[src/logic/smp_pkg.sv]
// Constants and types shared by the serial memory programming-mode block.
// Assumes a 25 MHz system clock and an external memory array on a simple port.
package smp_pkg;

  // ==========================================================================
  // Timing
  localparam int SYS_CLK_MHZ  = 25;
  localparam int T_PROG_US    = 2500;
  localparam int T_ERASE_US   = 2000;
  // Least times, so whole cycles are exact or rounded up
  localparam int PROG_CYCLES  = T_PROG_US * SYS_CLK_MHZ;
  localparam int ERASE_CYCLES = T_ERASE_US * SYS_CLK_MHZ;

  // ==========================================================================
  // Link and session codes
  localparam logic [6:0] SLAVE_ADDR  = 7'h50;
  localparam logic [7:0] MODE_CODE   = 8'h00;
  localparam logic [7:0] CMD_BLK_PROG   = 8'h01;
  localparam logic [7:0] CMD_BYTE_PROG  = 8'h02;
  localparam logic [7:0] CMD_BLK_CLR    = 8'h03;
  localparam logic [7:0] CMD_BYTE_CLR   = 8'h04;
  localparam logic [7:0] CMD_ADDR_FETCH = 8'h05;
  localparam logic [7:0] CMD_FULL_CLR   = 8'h09;
  localparam logic [7:0] CMD_BLK_NOCLR  = 8'h0B;
  localparam logic [7:0] CMD_PAGE_SEL   = 8'h0C;
  localparam logic [7:0] CMD_CUR_FETCH  = 8'h0D;
  localparam logic [7:0] CMD_BLK_ADV    = 8'h0F;
  localparam logic [7:0] CMD_QUERY      = 8'h13;

  // ==========================================================================
  // Memory layout
  localparam int         PAGE_MSB     = 15;
  localparam int         PAGE_LSB     = 8;
  localparam int         BLOCK_MSB    = 7;
  localparam int         BLOCK_LSB    = 5;
  localparam int         OFFSET_MSB   = 4;
  localparam logic [5:0] BLOCK_BYTES  = 6'h20;
  localparam logic [15:0] PTR_RESET   = 16'h3060;
  localparam logic [15:0] LOCK_ADDR   = 16'h3060;
  localparam logic [15:0] LAST_ADDR   = 16'h1FFF;

  // ==========================================================================
  // Status byte fields
  localparam int ST_LOCKED  = 0;
  localparam int ST_BAD_CMD = 1;
  localparam int ST_ECC_FIX = 2;

  typedef enum logic [2:0] {
    MEM_NONE, MEM_CLR_BYTE, MEM_CLR_BLOCK, MEM_CLR_ALL, MEM_PROG, MEM_READ
  } smp_mem_op_e;

  typedef struct packed {
    smp_mem_op_e  op;
    logic [15:0]  addr;
    logic [11:0]  wdata;
  } smp_mem_cmd_s;

endpackage

[src/logic/smp_prog_mode.sv]
// Programming-mode command interpreter: serial slave, pointers, memory sequencer.
// Assumes an open-drain bus resolved outside and a memory array that answers
// a read with the stored code word on mem_rdata_in one cycle later.
//
// Functional notes
// - Location is page, block, offset fields
// - Pages of 256, blocks of 32 bytes
// - Block programming lasts about 2.5 ms
// - Select pin sampled at reset release
// - Oscillator, memory on; serial slave awaits
// - Acknowledge address 1010000 write direction
// - Mode code 00000000, then command runs
// - Block program erases then writes 32
// - Byte program: offset, data, erase, write
// - Block clear uses top three bits
// - Byte clear at offset in page
// - Addressed fetch returns byte, pointer increments
// - Full clear erases whole memory
// - Block program without erase, 32 bytes
// - Page select loads page pointer
// - Current fetch returns byte, pointer increments
// - Block advance modulo 8, page carries
// - Condition query returns status byte
// - Stored bytes carry 4 correcting check bits
// - Lock prevents external read of memory
// - Hold clock low while programming runs
// - Pointer starts at page 48 block 3
// - Full clear unlocks, clock held low
`timescale 1ns/10ps
`default_nettype none
module smp_prog_mode #(
  parameter int unsigned PROG_CYCLES  = smp_pkg::PROG_CYCLES,
  parameter int unsigned ERASE_CYCLES = smp_pkg::ERASE_CYCLES
) (
  input  wire logic                  sys_clk_in,
  input  wire logic                  reset_in,
  input  wire logic                  program_select_pin_in,
  input  wire logic                  scl_in,
  input  wire logic                  sda_in,
  input  wire logic [11:0]           mem_rdata_in,
  output logic                       prog_mode_out,
  output logic                       osc_en_out,
  output logic                       mem_power_out,
  output logic                       scl_out,
  output logic                       scl_oe_out,
  output logic                       sda_out,
  output logic                       sda_oe_out,
  output smp_pkg::smp_mem_cmd_s      mem_cmd_out
);

  typedef enum logic [2:0] {L_IDLE, L_ADDR, L_RX, L_ACK, L_TX, L_IGNORE} smp_link_e;
  typedef enum logic [1:0] {AK_WRITE, AK_READ, AK_DATA} smp_ack_e;
  typedef enum logic [2:0] {S_CODE, S_CMD, S_ARG1, S_ARG2, S_DATA} smp_sess_e;
  typedef enum logic [2:0] {M_IDLE, M_ERASE, M_WRITE, M_WAIT, M_READ, M_SAMPLE} smp_mseq_e;

  // ==========================================================================
  // Check bits and pointer arithmetic
  localparam logic [3:0] ECC_COL [8] = '{4'h3, 4'h5, 4'h6, 4'h7, 4'h9, 4'hA, 4'hB, 4'hC};

  function automatic logic [3:0] ecc_bits(input logic [7:0] d);
    logic [3:0] c;
    c = 4'h0;
    for (int i = 0; i < 8; i++) begin
      if (d[i]) c = c ^ ECC_COL[i];
    end
    return c;
  endfunction

  // Returns {fixed, data}; a single flipped check bit leaves the data alone
  function automatic logic [8:0] ecc_correct(input logic [11:0] w);
    logic [3:0] s;
    logic [7:0] d;
    logic       f;
    s = w[11:8] ^ ecc_bits(w[7:0]);
    d = w[7:0];
    f = (s != 4'h0);
    for (int i = 0; i < 8; i++) begin
      if (s == ECC_COL[i]) d[i] = ~d[i];
    end
    return {f, d};
  endfunction

  function automatic logic [15:0] ptr_inc(input logic [15:0] p);
    return (p == smp_pkg::LAST_ADDR) ? 16'h0000 : 16'(p + 16'h0001);
  endfunction

  // ==========================================================================
  // Pin synchronisers; first stages feed only second stages
  logic sel_s1, sel_s2, scl_s1, scl_s2, scl_s3, sda_s1, sda_s2, sda_s3;

  always_ff @(posedge sys_clk_in) begin
    sel_s1 <= program_select_pin_in;
    sel_s2 <= sel_s1;
    scl_s1 <= scl_in;
    scl_s2 <= scl_s1;
    scl_s3 <= scl_s2;
    sda_s1 <= sda_in;
    sda_s2 <= sda_s1;
    sda_s3 <= sda_s2;
  end

  wire logic scl_rise = scl_s2 & ~scl_s3;
  wire logic scl_fall = ~scl_s2 & scl_s3;
  wire logic bus_start = scl_s2 & scl_s3 & sda_s3 & ~sda_s2;
  wire logic bus_stop  = scl_s2 & scl_s3 & ~sda_s3 & sda_s2;

  // ==========================================================================
  // State
  logic                  entry_done_reg, entry_done_next;
  logic                  prog_mode_reg, prog_mode_next;
  smp_link_e             link_reg, link_next;
  smp_ack_e              ack_reg, ack_next;
  smp_sess_e             sess_reg, sess_next;
  smp_mseq_e             mseq_reg, mseq_next;
  logic [2:0]            bit_cnt_reg, bit_cnt_next;
  logic [7:0]            shift_reg, shift_next;
  logic [7:0]            cmd_reg, cmd_next;
  logic [7:0]            arg_reg, arg_next;
  logic [7:0]            tx_reg, tx_next;
  logic [5:0]            cnt_reg, cnt_next;
  logic [5:0]            wlen_reg, wlen_next;
  logic [15:0]           wbase_reg, wbase_next;
  logic [15:0]           ptr_reg, ptr_next;
  logic [16:0]           timer_reg, timer_next;
  logic                  prog_after_reg, prog_after_next;
  logic                  lock_reg, lock_next;
  logic                  bad_cmd_reg, bad_cmd_next;
  logic                  ecc_fix_reg, ecc_fix_next;
  logic                  sda_oe_reg, sda_oe_next;
  logic                  scl_oe_reg, scl_oe_next;
  logic [7:0]            buf_reg [32];
  logic [7:0]            buf_next [32];
  smp_pkg::smp_mem_cmd_s mem_cmd_reg, mem_cmd_next;
  logic                  fire;

  // ==========================================================================
  // Next-state logic
  always_comb begin
    logic [7:0]  b;
    logic [15:0] pg;
    logic [8:0]  rd;
    logic [15:0] wa;
    logic [7:0]  wd;
    b = {shift_reg[6:0], sda_s2};
    pg = {ptr_reg[smp_pkg::PAGE_MSB:smp_pkg::PAGE_LSB], 8'h00};
    rd = ecc_correct(mem_rdata_in);
    wa = 16'(wbase_reg + 16'(cnt_reg));
    wd = buf_reg[cnt_reg[4:0]];
    fire = 1'b0;
    entry_done_next = 1'b1;
    prog_mode_next = entry_done_reg ? prog_mode_reg : sel_s2;
    link_next = link_reg;
    ack_next = ack_reg;
    sess_next = sess_reg;
    mseq_next = mseq_reg;
    bit_cnt_next = bit_cnt_reg;
    shift_next = shift_reg;
    cmd_next = cmd_reg;
    arg_next = arg_reg;
    tx_next = tx_reg;
    cnt_next = cnt_reg;
    wlen_next = wlen_reg;
    wbase_next = wbase_reg;
    ptr_next = ptr_reg;
    timer_next = timer_reg;
    prog_after_next = prog_after_reg;
    lock_next = lock_reg;
    bad_cmd_next = bad_cmd_reg;
    ecc_fix_next = ecc_fix_reg;
    sda_oe_next = sda_oe_reg;
    scl_oe_next = scl_oe_reg;
    buf_next = buf_reg;
    mem_cmd_next = '{smp_pkg::MEM_NONE, mem_cmd_reg.addr, mem_cmd_reg.wdata};

    // Serial slave; idle unless the select strap was caught high
    if (!prog_mode_reg) begin
      link_next = L_IDLE;
    end else if (bus_start) begin
      link_next = L_ADDR;
      bit_cnt_next = 3'h0;
      sda_oe_next = 1'b0;
    end else if (bus_stop) begin
      link_next = L_IDLE;
      sda_oe_next = 1'b0;
    end else begin
      unique case (link_reg)
        L_IDLE, L_IGNORE: begin
        end
        L_ADDR, L_RX: begin
          if (scl_rise) begin
            shift_next = b;
            bit_cnt_next = 3'(bit_cnt_reg + 3'h1);
            if (bit_cnt_reg == 3'h7) begin
              if (link_reg == L_RX) begin
                ack_next = AK_DATA;
                link_next = L_ACK;
              end else if (b[7:1] == smp_pkg::SLAVE_ADDR) begin
                ack_next = b[0] ? AK_READ : AK_WRITE;
                link_next = L_ACK;
              end else begin
                link_next = L_IGNORE;
              end
            end
          end
        end
        L_ACK: begin
          if (scl_fall) begin
            bit_cnt_next = 3'h0;
            if (!sda_oe_reg) begin
              sda_oe_next = 1'b1;
            end else if (ack_reg == AK_READ) begin
              link_next = L_TX;
              shift_next = tx_reg;
              sda_oe_next = ~tx_reg[7];
            end else begin
              link_next = L_RX;
              sda_oe_next = 1'b0;
              fire = (ack_reg == AK_DATA);
            end
          end
        end
        L_TX: begin
          if (scl_fall) begin
            bit_cnt_next = 3'(bit_cnt_reg + 3'h1);
            shift_next = {shift_reg[6:0], 1'b0};
            sda_oe_next = ~shift_reg[6];
            if (bit_cnt_reg == 3'h7) begin
              sda_oe_next = 1'b0;
              link_next = L_IGNORE;
            end
          end
        end
        default: link_next = L_IDLE;
      endcase
    end

    // Command interpreter, run once per acknowledged data byte
    if (fire) begin
      unique case (sess_reg)
        S_CODE: if (shift_reg == smp_pkg::MODE_CODE) sess_next = S_CMD;
        S_CMD: begin
          cmd_next = shift_reg;
          cnt_next = 6'h00;
          case (shift_reg)
            smp_pkg::CMD_BLK_PROG, smp_pkg::CMD_BLK_NOCLR: sess_next = S_DATA;
            smp_pkg::CMD_BYTE_PROG, smp_pkg::CMD_BLK_CLR, smp_pkg::CMD_BYTE_CLR,
            smp_pkg::CMD_ADDR_FETCH, smp_pkg::CMD_PAGE_SEL: sess_next = S_ARG1;
            smp_pkg::CMD_FULL_CLR: begin
              mem_cmd_next.op = smp_pkg::MEM_CLR_ALL;
              lock_next = 1'b0;
              mseq_next = M_ERASE;
              prog_after_next = 1'b0;
            end
            smp_pkg::CMD_CUR_FETCH: begin
              mem_cmd_next = '{smp_pkg::MEM_READ, ptr_reg, mem_cmd_reg.wdata};
              mseq_next = M_READ;
              ptr_next = ptr_inc(ptr_reg);
            end
            smp_pkg::CMD_BLK_ADV: begin
              ptr_next[smp_pkg::BLOCK_MSB:smp_pkg::BLOCK_LSB] =
                3'(ptr_reg[smp_pkg::BLOCK_MSB:smp_pkg::BLOCK_LSB] + 3'h1);
              if (ptr_reg[smp_pkg::BLOCK_MSB:smp_pkg::BLOCK_LSB] == 3'h7) begin
                ptr_next[smp_pkg::PAGE_MSB:smp_pkg::PAGE_LSB] =
                  8'(ptr_reg[smp_pkg::PAGE_MSB:smp_pkg::PAGE_LSB] + 8'h01);
              end
            end
            smp_pkg::CMD_QUERY: begin
              tx_next = 8'h00;
              tx_next[smp_pkg::ST_LOCKED] = lock_reg;
              tx_next[smp_pkg::ST_BAD_CMD] = bad_cmd_reg;
              tx_next[smp_pkg::ST_ECC_FIX] = ecc_fix_reg;
              bad_cmd_next = 1'b0;
              ecc_fix_next = 1'b0;
            end
            default: bad_cmd_next = 1'b1;
          endcase
        end
        S_ARG1: begin
          sess_next = S_CMD;
          case (cmd_reg)
            smp_pkg::CMD_BYTE_PROG: begin
              arg_next = shift_reg;
              sess_next = S_ARG2;
            end
            smp_pkg::CMD_BLK_CLR: begin
              mem_cmd_next.op = smp_pkg::MEM_CLR_BLOCK;
              mem_cmd_next.addr = pg | {8'h00, shift_reg[7:5], 5'h00};
              mseq_next = M_ERASE;
              prog_after_next = 1'b0;
            end
            smp_pkg::CMD_BYTE_CLR: begin
              mem_cmd_next.op = smp_pkg::MEM_CLR_BYTE;
              mem_cmd_next.addr = pg | {8'h00, shift_reg};
              mseq_next = M_ERASE;
              prog_after_next = 1'b0;
            end
            smp_pkg::CMD_ADDR_FETCH: begin
              mem_cmd_next = '{smp_pkg::MEM_READ, pg | {8'h00, shift_reg},
                               mem_cmd_reg.wdata};
              mseq_next = M_READ;
              ptr_next = ptr_inc(pg | {8'h00, shift_reg});
            end
            default: ptr_next[smp_pkg::PAGE_MSB:smp_pkg::PAGE_LSB] = shift_reg;
          endcase
        end
        S_ARG2: begin
          buf_next[0] = shift_reg;
          mem_cmd_next.op = smp_pkg::MEM_CLR_BYTE;
          mem_cmd_next.addr = pg | {8'h00, arg_reg};
          wbase_next = pg | {8'h00, arg_reg};
          wlen_next = 6'h01;
          mseq_next = M_ERASE;
          prog_after_next = 1'b1;
          sess_next = S_CMD;
        end
        S_DATA: begin
          buf_next[cnt_reg[4:0]] = shift_reg;
          cnt_next = 6'(cnt_reg + 6'h01);
          if (cnt_reg == 6'(smp_pkg::BLOCK_BYTES - 6'h01)) begin
            sess_next = S_CMD;
            wbase_next = {ptr_reg[15:smp_pkg::BLOCK_LSB], 5'h00};
            wlen_next = smp_pkg::BLOCK_BYTES;
            if (cmd_reg == smp_pkg::CMD_BLK_PROG) begin
              mem_cmd_next.op = smp_pkg::MEM_CLR_BLOCK;
              mem_cmd_next.addr = {ptr_reg[15:smp_pkg::BLOCK_LSB], 5'h00};
              mseq_next = M_ERASE;
              prog_after_next = 1'b1;
            end else begin
              mseq_next = M_WRITE;
            end
          end
        end
        default: sess_next = S_CMD;
      endcase
      cnt_next = (mseq_next == M_WRITE || mseq_next == M_ERASE) ? 6'h00 : cnt_next;
      timer_next = 17'(ERASE_CYCLES - 1);
      // Clock stays low until the array settles, so no byte can overrun
      if (mseq_next == M_ERASE || mseq_next == M_WRITE) scl_oe_next = 1'b1;
    end

    // Memory sequencer
    unique case (mseq_reg)
      M_IDLE: begin
      end
      M_ERASE: begin
        timer_next = 17'(timer_reg - 17'h1);
        if (timer_reg == 17'h0) begin
          mseq_next = prog_after_reg ? M_WRITE : M_IDLE;
          scl_oe_next = prog_after_reg;
        end
      end
      M_WRITE: begin
        mem_cmd_next = '{smp_pkg::MEM_PROG, wa, {ecc_bits(wd), wd}};
        if (wa == smp_pkg::LOCK_ADDR && wd != 8'h00) lock_next = 1'b1;
        cnt_next = 6'(cnt_reg + 6'h01);
        if (cnt_reg == 6'(wlen_reg - 6'h01)) begin
          mseq_next = M_WAIT;
          timer_next = 17'(PROG_CYCLES - 1);
        end
      end
      M_WAIT: begin
        timer_next = 17'(timer_reg - 17'h1);
        if (timer_reg == 17'h0) begin
          mseq_next = M_IDLE;
          scl_oe_next = 1'b0;
        end
      end
      M_READ: begin
        // Array answers one cycle after the address pulse
        mseq_next = M_SAMPLE;
      end
      M_SAMPLE: begin
        // Set wins over a status query in the same cycle
        if (rd[8]) ecc_fix_next = 1'b1;
        // Locked parts answer zero instead of the stored code
        tx_next = lock_reg ? 8'h00 : rd[7:0];
        mseq_next = M_IDLE;
      end
      default: mseq_next = M_IDLE;
    endcase
  end

  always_ff @(posedge sys_clk_in) begin
    if (reset_in) begin
      entry_done_reg <= 1'b0;
      prog_mode_reg <= 1'b0;
      link_reg <= L_IDLE;
      ack_reg <= AK_WRITE;
      sess_reg <= S_CODE;
      mseq_reg <= M_IDLE;
      bit_cnt_reg <= 3'h0;
      shift_reg <= 8'h00;
      cmd_reg <= 8'h00;
      arg_reg <= 8'h00;
      tx_reg <= 8'h00;
      cnt_reg <= 6'h00;
      wlen_reg <= 6'h00;
      wbase_reg <= 16'h0000;
      ptr_reg <= smp_pkg::PTR_RESET;
      timer_reg <= 17'h0;
      prog_after_reg <= 1'b0;
      lock_reg <= 1'b0;
      bad_cmd_reg <= 1'b0;
      ecc_fix_reg <= 1'b0;
      sda_oe_reg <= 1'b0;
      scl_oe_reg <= 1'b0;
      buf_reg <= '{default: 8'h00};
      mem_cmd_reg <= '{smp_pkg::MEM_NONE, 16'h0000, 12'h000};
    end else begin
      entry_done_reg <= entry_done_next;
      prog_mode_reg <= prog_mode_next;
      link_reg <= link_next;
      ack_reg <= ack_next;
      sess_reg <= sess_next;
      mseq_reg <= mseq_next;
      bit_cnt_reg <= bit_cnt_next;
      shift_reg <= shift_next;
      cmd_reg <= cmd_next;
      arg_reg <= arg_next;
      tx_reg <= tx_next;
      cnt_reg <= cnt_next;
      wlen_reg <= wlen_next;
      wbase_reg <= wbase_next;
      ptr_reg <= ptr_next;
      timer_reg <= timer_next;
      prog_after_reg <= prog_after_next;
      lock_reg <= lock_next;
      bad_cmd_reg <= bad_cmd_next;
      ecc_fix_reg <= ecc_fix_next;
      sda_oe_reg <= sda_oe_next;
      scl_oe_reg <= scl_oe_next;
      buf_reg <= buf_next;
      mem_cmd_reg <= mem_cmd_next;
    end
  end

  // ==========================================================================
  // Outputs; open-drain lines only ever pull low
  assign prog_mode_out = prog_mode_reg;
  assign osc_en_out    = prog_mode_reg;
  assign mem_power_out = prog_mode_reg;
  assign scl_out       = 1'b0;
  assign sda_out       = 1'b0;
  assign scl_oe_out    = scl_oe_reg;
  assign sda_oe_out    = sda_oe_reg;
  assign mem_cmd_out   = mem_cmd_reg;
endmodule
`default_nettype wire

[config.mk]
export PLATFORM = sky130hd
export DESIGN_NAME = smp_prog_mode
export DESIGN_NICKNAME = d
export VERILOG_FILES = /design/src/logic/smp_pkg.sv /design/src/logic/smp_prog_mode.sv
export SDC_FILE = /design/constraint.sdc
export NUM_CORES = 1
export LEC_CHECK = 0
export BUFFER_PORTS_ARGS = -buffer_cell sky130_fd_sc_hd__clkbuf_2
export CAP_MARGIN = 20
export CORE_MARGIN = 3
export CORE_UTILIZATION = 55
export CTS_CLUSTER_DIAMETER = 80
export DETAILED_ROUTE_END_ITERATION = 12
export PLACE_DENSITY = 0.85
export SYNTH_ARGS = -nofsm -noshare
export SYNTH_HDL_FRONTEND = slang
export SYNTH_SLANG_ARGS = --single-unit
[constraint.sdc]
create_clock -name sys_clk_in -period 3.3 [get_ports sys_clk_in]
set_input_delay 0.165 -clock sys_clk_in [delete_from_list [all_inputs] [get_ports sys_clk_in]]
set_output_delay 0.165 -clock sys_clk_in [all_outputs]
set_load 0.03 [all_outputs]
==> summary.txt, run 1 <==
Detailed routing
  – DR DRC count: 0
  – DR pass1 iterations: 7
  – WL per Instance: between 20 and 25 µm
  – Iter 0 DRT Violations: between 2,000 and 2,500
  – Final WL: 62,800 µm
  – Vias per Instance: around 6.3
  – Detail Route Antenna Nets: 0
  – DR vias: about 19,000

Worst setup path
  – Top Family by Delay on Critical Path: simple AND/OR/NAND/NOR gates
  – Worst-path maximum fanout: 8
  – Worst path bufs/invs: 0
  – CP peak stage delay: 0.53 ns
  – Worst setup EP type: flop
  – Worst Reg-to-Reg Cells: 8
  – Startpoint types: flop
  – CP Data Required Time: around 3.7 ns
  – CP max-delay cell: or3b_1
  – CP Launch Point: sess_reg[2]
  – Crit Reg-Reg Startpoint: sess_reg[2]
  – Setup CP Type: reg -> reg
  – Crit path cell chain: or3b_1 -> nor3_2 -> nand3_1 -> o2111ai_1 -> xnor2_2 -> a22oi_1 -> o21ai_0 -> a21oi_1
  – Crit path DAT: 3.35 ns
  – Crit path depth: 8

Synthesis
  – Count of cell types in the netlist: 81
  – Gate Count Post-Synth: around 2,600
  – Seq/Total Area, Yosys: 40.2%
  – Area of the mapped netlist: just over 0.02 mm²
  – Dominant synthesized flop cell: dfxtp_1
  – Count leader, synth: nand2_1
  – FF+latch count, synth: 406
  – Most frequent cells after synthesis: nand2_1 (699), dfxtp_1 (406), a21oi_1 (357)
  – Main area contributors after synthesis: dfxtp_1 (40%), nand2_1 (13%), a21oi_1 (8.8%)
  – Mean post-synth cell area: between 7 and 8 µm²
  – Post-synth EDFFs: 0
  – Async S/R FF share, synth: 0%
  – Synth area leader: dfxtp_1
  – Synthesis Warnings: 0
  – Synth top area share: around two fifths

Layout
  – Multi-input gate area: approximately 0.011 mm²
  – Max FFs per register: about 260
  – Filler cells: ~3,000
  – Non-Filler Instances: 3,064
  – Fraction of layout cells with a size suffix above 1: between 10% and 20%
  – ANT cells: 0
  – Synthesis-to-layout area growth: 11.0%
  – Final core utilization: between 60 and 70%
  – FF/Latch Area: roughly 0.0081 mm²
  – Final #Nets: 2,613

Clock tree
  – Num Clock Sinks: just over 400
  – Clock tree buffer depth: 3
  – CTS tree: done
  – Clk root buf: clkbuf_16
  – Number of buffers created by CTS: 44
  – Post-CTS resize count: 0
  – H-tree depth: 2
  – Clk Latency, worst-skew pair: about 0.55 ns
  – Worst-path clk slew: approximately 0.06 ns

Placed design
  – Final GP Congestion: just under 1
  – Hpwl dp: roughly 43,000 µm
  – IO Port Bufs: 52
  – # placed instances: 2,983

Timing
  – F_max: roughly 0.34 GHz
  – Slew margin rel.: about a third
  – Hold_ws: 0.0375 ns
  – Worst-Margin Slew: 1.02 ns
  – Max-slew violations: 0
  – Minimum clock period: 2.94 ns
  – Setup Skew: roughly 0.014 ns
  – Hold Fails Final Rpt: 0
  – Tcrit/Tclk final: approximately nine tenths
  – Setup TNS: 0 ns
  – Finish-stage setup viols: 0
  – RSZ-0062 raised after global routing: false

Floorplanning
  – Ports: 55
  – Initial Util: around 56%
  – Core area: 0.0359 mm²
  – Width of the die: approximately 200 µm
  – Die ar.: 0.0391 mm²
  – Die height: a little under 200 µm
  – FP Rows: just under 70

Power
  – Static Leak: about 7.1 nW
  – Peak VDD IR: roughly 0.39 mV
  – PD cells: ~450 mW/mm²

Hold path
  – Hold path cells: 2
  – Hold Path Origin: reset_in
  – Min-Delay Path Class: in -> reg

GRT
  – Antenna violations before repair: 0
  – Global Route met1 Usage: between 30% and 40%
  – GR Util met3: 5.22%
  – Number of global-route vias before repair: 18,200
  – GR Layer Usage met2: about half
  – Grt total ovfl: 0
  – First-pass GRT wire length: 98,600 µm
  – GRT Total Usage: 31.2%
  – Pin count of the biggest net entering global routing: a little under 200
  – Most used routing layer: met2

Flow run
  – MaxCap Viol Count: 0

Outcome
  – Outcome: finished clean
cell usage in the layout, fill, tap and decap left out, drive strengths merged, types with 11 or more instances in the layout:
cell type  count
a211oi        24
a21oi        358
a22oi         42
a31oi         18
and2          11
buf           78
clkbuf       109
clkinv        15
dfxtp        406
ha            23
inv           28
mux2i         82
mux4          34
nand2        700
nand2b        23
nand3         45
nand3b        11
nand4         15
nor2         171
nor2b         24
nor3          43
nor4          11
o21ai         75
o221ai        17
o22ai         16
or2           11
or3           13
xnor2         39
xor2          32
layer usage:
| layer | wire length, µm | up-vias | share of wire, % |
|---|---|---|---|
| li1 | - | 8923 | - |
| met1 | 24100 | 9093 | 38 |
| met5 | 0 | - | 0 |
| met4 | 3390 | 0 | 5.4 |
| met2 | 29600 | 1060 | 47 |
| met3 | 5670 | 232 | 9.0 |
metrics by stage:
step | setup WS (ns) | total power, W | area, µm²
after floorplan | 0.112 | 0.00520 | 20200
after global placement | 0.408 | 0.00524 | 21000
after detailed placement | 0.407 | 0.00525 | 21000
after CTS | 0.375 | 0.0100 | 22400
after global routing | 0.0707 | 0.0103 | 22400
final | 0.356 | 0.00999 | 22400
repair_timing:
item,in CTS,in global routing
buffers inserted,0,0
setup endpoints to repair,0,0
hold buffers,3,0
endpoints found under the hold margin,3,0
worst paths after layout:
check	endpoint	slack [ns]
setup / recovery	cnt_reg[1]	0.36
hold / removal	ptr_reg[3]	0.04
hold reg to reg	sda_s2	0.31
setup reg to reg	cnt_reg[1]	0.36
area by class of cell:
type | instances | share of cell area, %
Clock buffer | 58 | 5.59
Clock inverter | 19 | 0.714
Inverter | 29 | 0.485
Multi-Input combinational cell | 1959 | 50.2
Sequential cell | 406 | 36.3
Tap cell | 461 | 2.57
Timing Repair Buffer | 132 | 4.17
power by group:
group | leakage [nW] | switching (W) | internal (W)
registers | 3.28 | 0.00000897 | 0.00491
logic | 3.13 | 0.000165 | 0.0000681
clock network | 0.702 | 0.00202 | 0.00283
total | 7.11 | 0.00219 | 0.00780
cells by family (layout without fill, tap and decap cells):
kind of cell / after synthesis / count (layout) / synth area share (%)
AO/OA/AOI/OAI: 636 / 636 / 18.6
multiplexers: 119 / 119 / 8.01
flip-flops: 406 / 406 / 40.2
buffers and inverters: 196 / 238 / 4.10
adder cells (fa/ha/maj): 24 / 24 / 1.52
other: 1 / 2 / 0.0185
XOR/XNOR: 72 / 72 / 3.22
AND/OR/NAND/NOR: 1106 / 1106 / 24.3
(Power assumes the default switching activity.)
==> run 2, diff against run 1 <==
CORE_ASPECT_RATIO = 2   (was unset)
PLACE_DENSITY = 0.83   (was 0.85)
clock period = 3.1 ns   (was 3.3 ns; I/O delays follow)
==> summary.txt, run 2 (synthesized netlist as in run 1, its figures left out) <==
Detailed routing
  – Detail Route Antenna Nets: 0 (unchanged)
  – Vias per Instance: 6.27 (-0.56%)
  – DR DRC count: 0 (unchanged)
  – WL per Instance: 22.3 µm (+9.0%)
  – DR pass1 iterations: 9 (+2)
  – DR vias: 19,400 (+0.25%)
  – Final WL: 69,000 µm (+9.9%)
  – Iter 0 DRT Violations: 1,717 (-21%)

Floorplanning
  – Die ar.: 0.0392 mm² (+0.36%)
  – Initial Util: 56.1% (-0.21 points)
  – Die height: 277 µm (+40%)
  – FP Rows: 98 (+42%)
  – Core area: 0.0360 mm² (+0.38%)
  – Ports: 55 (unchanged)
  – Width of the die: 142 µm (-28%)

Worst setup path
  – Crit path DAT: 3.43 ns (+0.08 ns)
  – Crit path cell chain: buf_12 -> mux2i_1 -> o22ai_1 -> nor3_1 -> o21ai_1 -> xor2_1 -> xnor3_1 -> o21ai_0 -> and2_1
  – Worst setup EP type: flop
  – Startpoint types: flop
  – CP Data Required Time: 3.58 ns (-0.13 ns)
  – Worst-path maximum fanout: 58 (+50)
  – CP peak stage delay: 0.63 ns (+0.10 ns)
  – Setup CP Type: reg -> reg
  – CP max-delay cell: mux2i_1

Placed design
  – # placed instances: 3,018 (+1.2%)
  – Area after DPL: 0.0214 mm² (+1.8%)
  – Final GP Congestion: 1.00 (+2.8%)
  – Worst slack at placement: 0.257 ns (-0.149 ns)
  – Hpwl dp: 49,600 µm (+17%)
  – IO Port Bufs: 52 (unchanged)

Layout
  – Filler cells: 3,109 (+2.7%)
  – Non-Filler Instances: 3,089 (+0.82%)
  – Max FFs per register: 256 (unchanged)
  – Most frequent cells in the layout: nand2_1 (699), dfxtp_1 (399), a21oi_1 (357)
  – Final #Nets: 2,651 (+1.5%)
  – Final instance area: 0.0227 mm² (+0.97%)
  – ANT cells: 0 (unchanged)
  – Commonest non-fill, non-tap cell in the layout: nand2_1
  – Fraction of layout cells with a size suffix above 1: 12.8% (+1.2 points)
  – Synthesis-to-layout area growth: 12.1%

Power
  – Static Leak: 7.25 nW (+1.9%)
  – Net Sw Power: 0.00227 W (+3.8%)
  – Internal power: 0.00803 W (+3.0%)
  – Logic gate share of total power: 2.4% (about the same)
  – Clock Power Share: 46.8% (-1.7 points)
  – Sequential fraction of design power: 50.8% (+1.6 points)
  – Switching Share: 22.1% (+0.14 points)
  – Peak VDD IR: 0.503 mV (+30%)
  – PD cells: 455 mW/mm² (+2.2%)

Clock tree
  – CTS tree: done
  – H-tree depth: 2 (unchanged)
  – Number of buffers created by CTS: 38 (-14%)
  – Setup bufs post-CTS: 0 (unchanged)
  – Worst-path clk slew: 0.06 ns (about the same)
  – Num Clock Sinks: 406 (unchanged)
  – Clk root buf: clkbuf_16
  – Clk Latency, worst-skew pair: 0.56 ns (about the same)
  – Clock tree buffer depth: 3 (unchanged)

Timing
  – Final WS setup: 0.146 ns (-0.211 ns)
  – Worst-Margin Slew: 0.919 ns (-0.101 ns)
  – Tcrit/Tclk final: 95.3% (+6.1 points)
  – Setup Skew: 0.0245 ns (+0.0101 ns)
  – Slew margin rel.: 38.7% (+7.0 points)
  – Minimum clock period: 2.95 ns (+0.0108 ns)
  – Hold Fails Final Rpt: 0 (unchanged)
  – Max-slew violations: 0 (unchanged)
  – RSZ-0062 raised after global routing: false
  – Finish-stage setup viols: 0 (unchanged)
  – Setup TNS: 0 ns (unchanged)
  – F_max: 0.338 GHz (-0.37%)

GRT
  – GRT Total Usage: 34.1% (+2.9 points)
  – First-pass GRT wire length: 106,000 µm (+7.4%)
  – Antenna violations before repair: 0 (unchanged)
  – Grt total ovfl: 0 (unchanged)
  – Number of global-route vias before repair: 19,400 (+6.3%)
  – Pin count of the biggest net entering global routing: 188 (-5.1%)

Outcome
  – Outcome: finished clean

Flow run
  – MaxCap Viol Count: 0 (unchanged)

Hold path
  – Min-Delay Path Class: in -> reg
run 2: cell count changes in the layout (fill, tap and decap cells not counted), moves of 2 or more:
cell	previous run	this run
buf_12	3	7
clkinv_2	12	6
clkinvlp_4	3	5
buf_4	73	114
clkbuf_16	45	39
run 2: what timing repair did:
item / 4_1_cts / 5_1_grt
setup endpoints to repair: 0 / 4
endpoints found under the hold margin: 3 / 0
hold buffers: 3 / 0
gates resized for setup: 0 / 1
run 2: final timing paths:
path	startpoint	end	slack (ns)	cells after the start
max reg2reg	cnt_reg[1]	mem_cmd_out[9]	0.15	9
max	cnt_reg[1]	mem_cmd_out[9]	0.15	9
min	reset_in	mem_cmd_out[14]	0.07	2
min reg2reg	sel_s1	sel_s2	0.33	0
run 2: worst max-delay path, delay by kind of cell, from the launching register on:
kind / cells / cell delay [ns]
AOI/OAI and AO/OA: 3 / 0.54
muxes: 1 / 0.63
xor gates and xnor gates: 2 / 0.63
buffers and inverters: 1 / 0.36
and+or+nand+nor: 2 / 0.31
DFF: 1 / 0.39
run 2: final cells by class:
cell class | instances | area, µm² | area share (%)
Tap cell | 450 | 563 | 2.48
Sequential cell | 406 | 8140 | 35.9
Timing Repair Buffer | 176 | 1300 | 5.72
Clock inverter | 18 | 190 | 0.839
Multi-Input combinational cell | 1959 | 11300 | 49.7
Clock buffer | 51 | 1090 | 4.81
Inverter | 29 | 109 | 0.480
run 2: power groups by stage:
stage	Sequential (W)	Combinational, W	Clock (W)
3_3_place_gp	0.00535	0.000232	0
6_report	0.00523	0.000249	0.00483
5_1_grt	0.00523	0.000269	0.00508
2_1_floorplan	0.00535	0.000184	0
4_1_cts	0.00523	0.000245	0.00487
3_5_place_dp	0.00535	0.000242	0
run 2: per-layer routing:
metal  up-vias  share of wire (%)  GRT usage [%]
li1       8995                  -              -
met1      9139                 32           33.0
met2       905                 52           61.4
met3       317                5.8           4.49
met4         0                 11           30.0
met5         -                  0              0
run 2: through the flow:
stage / util, % / hold WS, ns / total power [W]
after floorplan: - / 0.183 / 0.00553
after global placement: 59.2 / 0.257 / 0.00558
after detailed placement: 59.2 / 0.260 / 0.00559
after CTS: 62.9 / 0.0653 / 0.0103
after global routing: 62.9 / 0.0711 / 0.0106
final: 62.9 / 0.0674 / 0.0103
